## config.mk

```make
export PLATFORM = sky130hd
export DESIGN_NAME = mapped_ctrl_reg
export DESIGN_NICKNAME = d
export VERILOG_FILES = /design/src/design/mapped_ctrl_reg_pkg.sv /design/src/design/mapped_ctrl_reg.sv
export VERILOG_INCLUDE_DIRS = /design/src /design/src/design
export SDC_FILE = /design/constraint.sdc
export NUM_CORES = 1
export LEC_CHECK = 0
export BUFFER_PORTS_ARGS = -buffer_cell sky130_fd_sc_hd__buf_2
export CAP_MARGIN = 5
export CORE_MARGIN = 1.5
export CORE_UTILIZATION = 30
export CTS_CLUSTER_DIAMETER = 50
export DETAILED_ROUTE_END_ITERATION = 16
export PLACE_DENSITY = 0.47
export SYNTH_ARGS = -nofsm -noshare
export SYNTH_HDL_FRONTEND = slang
export SYNTH_SLANG_ARGS = --single-unit
```

## constraint.sdc

```tcl
create_clock -name clk -period 3.7 [get_ports clk]
set_clock_uncertainty 0.2 [all_clocks]
set_input_delay 0.185 -clock clk [delete_from_list [all_inputs] [get_ports clk]]
set_output_delay 0.185 -clock clk [all_outputs]
set_load 0.02 [all_outputs]
```

## src/design/mapped_ctrl_reg_defines.svh

```systemverilog
// offsets, reset values and field positions of the mapped control bank
`ifndef MAPPED_CTRL_REG_DEFINES_SVH
`define MAPPED_CTRL_REG_DEFINES_SVH

// page selecting the bank in external data space
`define MCR_PAGE            8'h7F
`define MCR_PAGE_RESET      8'h00

// offsets within the page
`define OFF_IRQ0_SOURCE     8'h00
`define OFF_IRQ0_MASK       8'h01
`define OFF_RESERVED_F0     8'hF0
`define OFF_HOST_DATA       8'hF1
`define OFF_HOST_STATUS     8'hF2
`define OFF_HIB_TIMER       8'hF3
`define OFF_CONFIG_ZERO     8'hF4
`define OFF_CLK_CAL_CTL     8'hF5
`define OFF_CMOS_LO_INDEX   8'hF6
`define OFF_CMOS_LO_DATA    8'hF7
`define OFF_CMOS_HI_INDEX   8'hF8
`define OFF_CMOS_HI_DATA    8'hF9
`define OFF_AUX_HOST_DATA   8'hFA
`define OFF_GATE_CTL        8'hFB
`define OFF_BOOT_ROM_CFG    8'hFC
`define OFF_OBF_CTL         8'hFD
`define OFF_GATE_SET        8'hFE
`define OFF_GATE_CLR        8'hFF

// host port numbers
`define HOST_PORT_DATA      8'h60
`define HOST_PORT_CMD       8'h64

// reset values
`define RST_ZERO            8'h00
`define RST_CLK_CAL_CTL     8'h80
`define RST_GATE_CTL        8'h01

// status bit positions
`define STS_OBF_BIT         0
`define STS_IBF_BIT         1
`define STS_CMD_BIT         3

`endif

```

## src/design/mapped_ctrl_reg_pkg.sv

```systemverilog
// types shared by the mapped control bank
package mapped_ctrl_reg_pkg;
    // which path of the core produced the high address byte
    typedef enum logic
    {
        ACC_POINTER,
        ACC_INDEX
    } access_mode_t;
endpackage

```

## src/design/mapped_ctrl_reg.sv

```systemverilog
// mapped control register bank reached through the core's external data space
`timescale 1ns/1ns
`include "mapped_ctrl_reg_defines.svh"

// Notes on behaviour
// every register in this bank is reachable by the embedded core through its external data space.
// moves through the 16-bit data pointer reach the bank when the high address byte is 7Fh.
// moves through index registers zero or one reach the bank with the high byte taken from the page register.
// part of the bank also answers the host port, mailbox window, embedded controller interface and power block.
// host writes to port 60h or 64h fill the data the core reads at F1h, and core writes to F1h fill what the host reads at 60h.
// the status register resets to 00h, is read-only to the host at 64h and read-write to the core at F2h.
// interrupt source group 0 at 00h resets to 00h and a core write clears the written one bits.
// during an index move the page register drives the high address byte, and the page register resets to 00h.
// unused offsets of the page complete with no side effect and read as zero.
module mapped_ctrl_reg
    import mapped_ctrl_reg_pkg::*;
#(
    parameter int IRQ_WIDTH = 8
)
(
    // clock and reset
    input  wire logic                 clk,
    input  wire logic                 srst,
    // core external data access
    input  wire logic                 core_rd,
    input  wire logic                 core_wr,
    input  wire logic                 core_use_index,
    input  wire logic                 core_index_sel,
    input  wire logic [15:0]          core_data_ptr,
    input  wire logic [7:0]           core_r0,
    input  wire logic [7:0]           core_r1,
    input  wire logic [7:0]           core_wdata,
    output logic      [7:0]           core_rdata,
    output logic                      core_hit,
    // page register written by the core's special function path
    input  wire logic                 page_wr,
    input  wire logic [7:0]           page_wdata,
    output logic      [7:0]           ext_page_reg,
    // host port
    input  wire logic                 host_rd,
    input  wire logic                 host_wr,
    input  wire logic [7:0]           host_port,
    input  wire logic [7:0]           host_wdata,
    output logic      [7:0]           host_rdata,
    // other bank users: mailbox window, controller iface, power block
    input  wire logic                 side_wr,
    input  wire logic [7:0]           side_addr,
    input  wire logic [7:0]           side_wdata,
    output logic      [7:0]           side_rdata,
    // event inputs and control outputs
    input  wire logic [IRQ_WIDTH-1:0] irq0_events,
    output logic                      addr_line_gate,
    output logic      [7:0]           config_zero,
    output logic      [7:0]           boot_rom_config,
    output logic      [7:0]           clock_calendar_control
);

    // ---------------------------------------------------------------
    // address decode
    // ---------------------------------------------------------------
    access_mode_t mode;
    logic [15:0]  core_addr;
    logic [7:0]   off;
    logic         rd_hit;
    logic         wr_hit;

    // index moves take the high byte from the page register
    assign mode      = core_use_index ? ACC_INDEX : ACC_POINTER;
    assign core_addr = (mode == ACC_INDEX) ?
                       {ext_page_reg, core_index_sel ? core_r1 : core_r0} :
                       core_data_ptr;
    assign off       = core_addr[7:0];
    // bank decoded only on page 7Fh
    assign core_hit  = (core_addr[15:8] == `MCR_PAGE) && (core_rd || core_wr);
    assign rd_hit    = core_hit && core_rd;
    assign wr_hit    = core_hit && core_wr;

    // ---------------------------------------------------------------
    // page register
    // ---------------------------------------------------------------
    // page register, resets to 00h
    always_ff @(posedge clk)
    begin
        if (srst)
            ext_page_reg <= `MCR_PAGE_RESET;
        else if (page_wr)
            ext_page_reg <= page_wdata;
    end

    // ---------------------------------------------------------------
    // storage
    // ---------------------------------------------------------------
    logic [IRQ_WIDTH-1:0] irq0_src_q;
    logic [7:0]           irq0_mask_q;
    logic [7:0]           host_in_q;
    logic [7:0]           host_out_q;
    logic [7:0]           status_q;
    logic [7:0]           hib_timer_q;
    logic [7:0]           cfg0_q;
    logic [7:0]           clk_ctl_q;
    logic [7:0]           lo_idx_q;
    logic [7:0]           lo_data_q;
    logic [7:0]           hi_idx_q;
    logic [7:0]           hi_data_q;
    logic [7:0]           gate_q;
    logic [7:0]           rom_cfg_q;
    logic [7:0]           obf_ctl_q;
    logic                 host_data_wr;
    logic                 side_hit_mask;

    assign host_data_wr  = host_wr && (host_port == `HOST_PORT_DATA ||
                                       host_port == `HOST_PORT_CMD);
    // the side path reaches only the mask register here
    assign side_hit_mask = side_wr && (side_addr == `OFF_IRQ0_MASK);

    // events may come from pins, so two flops sit before any logic;
    // this costs two cycles of latency on every source bit
    logic [IRQ_WIDTH-1:0] evt_meta_q;
    logic [IRQ_WIDTH-1:0] evt_sync_q;
    logic                 src_clr;

    // two-flop synchroniser, only the second flop is read
    always_ff @(posedge clk)
    begin
        if (srst)
        begin
            evt_meta_q <= '0;
            evt_sync_q <= '0;
        end
        else
        begin
            evt_meta_q <= irq0_events;
            evt_sync_q <= evt_meta_q;
        end
    end

    // core write to the source offset clears the ones it writes
    assign src_clr = wr_hit && (off == `OFF_IRQ0_SOURCE);

    // per bit, set wins over the write-one clear so no event is lost
    for (genvar gi = 0; gi < IRQ_WIDTH; gi++)
    begin : g_src
        always_ff @(posedge clk)
        begin
            if (srst)
                irq0_src_q[gi] <= 1'b0;
            else if (evt_sync_q[gi])
                irq0_src_q[gi] <= 1'b1;
            else if (src_clr && core_wdata[gi])
                irq0_src_q[gi] <= 1'b0;
        end
    end

    // core writes win over side writes in the same cycle
    always_ff @(posedge clk)
    begin
        if (srst)
            irq0_mask_q <= `RST_ZERO;
        else if (wr_hit && off == `OFF_IRQ0_MASK)
            irq0_mask_q <= core_wdata;
        else if (side_hit_mask)
            irq0_mask_q <= side_wdata;
    end

    // host to core data path, input-full flag set by the host
    always_ff @(posedge clk)
    begin
        if (srst)
            host_in_q <= `RST_ZERO;
        else if (host_data_wr)
            host_in_q <= host_wdata;
    end

    // core to host data path; aux register shares the host view
    always_ff @(posedge clk)
    begin
        if (srst)
            host_out_q <= `RST_ZERO;
        else if (wr_hit && (off == `OFF_HOST_DATA ||
                            off == `OFF_AUX_HOST_DATA))
            host_out_q <= core_wdata;
    end

    // status; flags track the data hand-off, hardware set wins
    always_ff @(posedge clk)
    begin
        if (srst)
            status_q <= `RST_ZERO;
        else
        begin
            if (wr_hit && off == `OFF_HOST_STATUS)
                status_q <= core_wdata;
            if (rd_hit && off == `OFF_HOST_DATA)
                status_q[`STS_IBF_BIT] <= 1'b0;
            if (host_rd && host_port == `HOST_PORT_DATA)
                status_q[`STS_OBF_BIT] <= 1'b0;
            if (host_data_wr)
            begin
                status_q[`STS_IBF_BIT] <= 1'b1;
                status_q[`STS_CMD_BIT] <= (host_port == `HOST_PORT_CMD);
            end
            if (wr_hit && (off == `OFF_HOST_DATA ||
                           off == `OFF_AUX_HOST_DATA))
                status_q[`STS_OBF_BIT] <= 1'b1;
        end
    end

    // plain read-write registers with their own reset values
    always_ff @(posedge clk)
    begin
        if (srst)
        begin
            hib_timer_q <= `RST_ZERO;
            cfg0_q      <= `RST_ZERO;
            clk_ctl_q   <= `RST_CLK_CAL_CTL;
            lo_idx_q    <= `RST_ZERO;
            lo_data_q   <= `RST_ZERO;
            hi_idx_q    <= `RST_ZERO;
            hi_data_q   <= `RST_ZERO;
            rom_cfg_q   <= `RST_ZERO;
            obf_ctl_q   <= `RST_ZERO;
        end
        else if (wr_hit)
        begin
            case (off)
                `OFF_HIB_TIMER:     hib_timer_q <= core_wdata;
                `OFF_CONFIG_ZERO:   cfg0_q      <= core_wdata;
                `OFF_CLK_CAL_CTL:   clk_ctl_q   <= core_wdata;
                `OFF_CMOS_LO_INDEX: lo_idx_q    <= core_wdata;
                `OFF_CMOS_LO_DATA:  lo_data_q   <= core_wdata;
                `OFF_CMOS_HI_INDEX: hi_idx_q    <= core_wdata;
                `OFF_CMOS_HI_DATA:  hi_data_q   <= core_wdata;
                `OFF_BOOT_ROM_CFG:  rom_cfg_q   <= core_wdata;
                `OFF_OBF_CTL:       obf_ctl_q   <= core_wdata;
                // other offsets, including F0h, store nothing
                default:            ;
            endcase
        end
    end

    // gate bit: direct write, or set/clear strobes whose data is ignored
    always_ff @(posedge clk)
    begin
        if (srst)
            gate_q <= `RST_GATE_CTL;
        else if (wr_hit && off == `OFF_GATE_CTL)
            gate_q <= core_wdata;
        else if (wr_hit && off == `OFF_GATE_SET)
            gate_q[0] <= 1'b1;
        else if (wr_hit && off == `OFF_GATE_CLR)
            gate_q[0] <= 1'b0;
    end

    // ---------------------------------------------------------------
    // read paths
    // ---------------------------------------------------------------
    // core read mux, unused and write-only offsets read zero
    always_comb
    begin
        core_rdata = `RST_ZERO;
        if (rd_hit)
        begin
            case (off)
                `OFF_IRQ0_SOURCE:   core_rdata = 8'(irq0_src_q);
                `OFF_IRQ0_MASK:     core_rdata = irq0_mask_q;
                `OFF_HOST_DATA:     core_rdata = host_in_q;
                `OFF_HOST_STATUS:   core_rdata = status_q;
                `OFF_HIB_TIMER:     core_rdata = hib_timer_q;
                `OFF_CONFIG_ZERO:   core_rdata = cfg0_q;
                `OFF_CLK_CAL_CTL:   core_rdata = clk_ctl_q;
                `OFF_CMOS_LO_INDEX: core_rdata = lo_idx_q;
                `OFF_CMOS_LO_DATA:  core_rdata = lo_data_q;
                `OFF_CMOS_HI_INDEX: core_rdata = hi_idx_q;
                `OFF_CMOS_HI_DATA:  core_rdata = hi_data_q;
                `OFF_GATE_CTL:      core_rdata = gate_q;
                `OFF_BOOT_ROM_CFG:  core_rdata = rom_cfg_q;
                `OFF_OBF_CTL:       core_rdata = obf_ctl_q;
                default:            core_rdata = `RST_ZERO;
            endcase
        end
    end

    // host sees data at 60h and status read-only at 64h
    always_comb
    begin
        case (host_port)
            `HOST_PORT_DATA: host_rdata = host_out_q;
            `HOST_PORT_CMD:  host_rdata = status_q;
            default:         host_rdata = `RST_ZERO;
        endcase
    end

    // side path reads the shared mask register
    assign side_rdata = (side_addr == `OFF_IRQ0_MASK) ? irq0_mask_q
                                                     : `RST_ZERO;

    // control outputs straight from registers
    assign addr_line_gate         = gate_q[0];
    assign config_zero            = cfg0_q;
    assign boot_rom_config        = rom_cfg_q;
    assign clock_calendar_control = clk_ctl_q;

endmodule

```

==> key figures <==
Yosys
  – Register area share after synthesis: 0.4242
  – Async S/R FF share, synth: 0
  – Top FF cell, synth: dfxtp_1
  – Syn avg cell area: 8.526 um^2
  – Post-synthesis net count: approximately 900
  – #FFs+latches synth: 144
  – Gate Count Post-Synth: 797
  – Synth warn: 0
  – Mapped cell area: 6795 um^2
  – Netlist cell types: 54
  – Synth area leaders: dfxtp_1 (42%), mux2i_1 (17%), nor2_1 (7.3%), nand2_1 (6.2%), a21oi_1 (4.3%)
  – Cell taking the most area after synthesis: dfxtp_1
  – Post-synth EDFFs: 0
  – Synth top area share: 0.4242

Routing
  – Post-DR vias/cell: 5.067
  – Antenna violation net count after detailed routing: 0
  – Met3 routed WL: 1000 um
  – WL per Instance: 18.65 um
  – DR top layer: met4
  – Total wire length: 23,910 um
  – TritonRoute pass-1 iters: 5
  – DRT met1 WL: approximately 11,000 um
  – DR vias: approximately 6,500
  – Residual DRC: 0
  – Routed wl met2: 11,090 um
  – Initial DRC Count: 466

CTS
  – Post-cts sizing count: 0
  – CTS tree: done
  – CTS max path bufs: 2
  – CTS HTree Levels: 4
  – CTS clk-pin slew, worst paths: around 0.06 ns
  – Clk Latency, worst-skew pair: 0.42 ns
  – Root buffer cell: clkbuf_16
  – Clock sink count: 144
  – Num CTS Buffers: 17

Critical path
  – Reg-to-reg setup timing slack: 0.69 ns
  – Setup crit end kind: output pin
  – Slowest CP cell: nor2_1
  – Crit path max fanout: 12
  – Worst Path Arrival: 3.04 ns
  – CP max stage delay: roughly 0.62 ns
  – Worst endpoint required time: 3.31 ns
  – Startpoint types: primary input
  – Crit-path cells: buf_2, mux2i_1, a21o_1, nand4_1, nor2_1, nand2_1, a21o_1, a41oi_1, buf_2
  – WS Path Type: primary input to output pin

Global route
  – First-pass GRT wire length: roughly 36,000 um
  – Initial antenna violation count: 0
  – Largest net degree at the start of global routing: 74
  – Global route overflow: 0
  – Total Routing Usage GR: 0.2010
  – Vias in the first global route: 6,295

STA
  – Slew @ Worst Pin: around 0.97 ns
  – Final Hold Viols: 0
  – Crit path time final: ~3.4 ns
  – Unrepaired setup endpoints after global routing: false
  – Slew Limit Fails: 0
  – Worst slew margin: 0.3485
  – Crit share post-route: 0.9249
  – Setup TNS Final: 0 ns
  – Final setup fails: 0
  – Fmax: 292.2 MHz

Power
  – P per Cell Area: between 400 and 500 nW/um^2
  – Power, Total: 0.003738 W
  – Leakage: 3.408 nW
  – Max VDD drop: 286.3 uV

Final layout
  – Most frequent cells in the layout: buf_2 (154), dfxtp_1 (144), nor2_1 (133)
  – Fin nets: 1,087
  – P&R area growth vs syn: 32.90%
  – Fin cells: roughly 1,300
  – Footprint of the multi-input gates: 3669 um^2
  – Commonest non-fill, non-tap cell in the layout: buf_2
  – Layout cells sized above 1: 0.2445
  – # diodes: 0
  – Filler cells: 2,249
  – Register area: a little under 3000 um^2
  – Core Util, Final: 0.4100

Run status
  – Status: complete, no violations

Floorplan
  – Core Rows: 54
  – Initial Utilization: 0.3085
  – Die X: 153.5 um
  – Core area: 22,030 um^2
  – Full die area: 23,560 um^2
  – IO Count: ~160
  – Die height: about 150 um

Placement
  – Dpl cells: 1,197
  – Port buffer count: 155
  – Final HPWL DP: between 15,000 and 20,000 um
  – Routability congestion estimate: 0.8263

Job
  – MaxCap Viol Count: 0

Worst hold path
  – Hold WC Path Type: primary input to register
[worst paths after layout]
kind,startpoint,cells past startpoint,end
worst min-delay path,core_wdata[2],3,obf_ctl_q[2]
worst min register to register,evt_meta_q[2],1,evt_sync_q[2]
worst max-delay path,core_index_sel,9,core_rdata[6]
worst max register to register,ext_page_reg[2],7,obf_ctl_q[1]
[cell usage after synthesis, types with 2 or more instances]
cell and count:
a22oi_1 10, o22a_1 3, a311oi_1 8, o211ai_1 3
mux2_2 12, nand2_1 112, a211o_1 2, buf_6 2
a21oi_1 59, buf_1 4, o21ai_0 10, mux2_1 2
o32ai_1 3, nand3b_1 2, nand3_1 21, clkbuf_1 47
a21o_1 6, nor2_1 133, nor2_2 9, and2_1 9
nor4_1 5, o22ai_1 6, dfxtp_1 144, or3_1 2
buf_2 4, nand4_1 3, mux2i_1 118, a31oi_1 7
nor2b_1 18, or2_2 4, nor3_1 2, a211oi_1 5
[stage by stage]
| step | cell area (um^2) | setup WS, ns | hold slack, ns |
|---|---|---|---|
| finish | 9031 | 0.2779 | 0.02799 |
| global route | 9031 | 0.1284 | 0.02804 |
| CTS | 9031 | 0.3618 | 0.01669 |
| detailed placement | 7881 | 0.3686 | 0.2020 |
| global placement | 7881 | 0.3587 | 0.1978 |
| floorplan | 6795 | 1.001 | 0.1029 |
[power by group]
| part | leakage [nW] | switching [W] | internal [W] |
|---|---|---|---|
| sequential | 1.17 | 0.00000827 | 0.00157 |
| clock | 0.297 | 0.000722 | 0.00109 |
| combinational | 1.94 | 0.000209 | 0.000142 |
| total | 3.41 | 0.000939 | 0.00280 |
[what timing repair did]
item | CTS | global route
endpoints found under the hold margin | 37 | 0
setup endpoints to repair | 0 | 0
setup buffers | 0 | 0
hold buffers | 53 | 0
[kinds of logic after synthesis]
logic type / after synthesis / share of synthesized area
AOI/OAI and AO/OA: 132 / 0.1223
buffers and inverters: 59 / 0.03793
DFF: 144 / 0.4242
muxes: 134 / 0.2025
and+or+nand+nor: 328 / 0.2130
[critical path: cells and delay by family]
kind | cells | cell delay, ns
AO/OA/AOI/OAI | 3 | 1.14
AND/OR/NAND/NOR | 3 | 0.95
buffers and inverters | 2 | 0.47
multiplexers | 1 | 0.28
[per-layer routing]
layer,vias to the layer above,GRT usage
met1,3116,0.2754
met2,190,0.3211
li1,3168,-
met4,0,0.05871
met5,-,0
met3,22,0.03805
[final cells by class]
| class | instances | share of cell area |
|---|---|---|
| Multi-Input combinational cell | 594 | 0.4062 |
| Tap cell | 280 | 0.03879 |
| Sequential cell | 144 | 0.3192 |
| Clock buffer | 18 | 0.04863 |
| Timing Repair Buffer | 231 | 0.1668 |
| Inverter | 1 | 0.0004156 |
| Clock inverter | 14 | 0.01995 |
(Power assumes the default switching activity.)
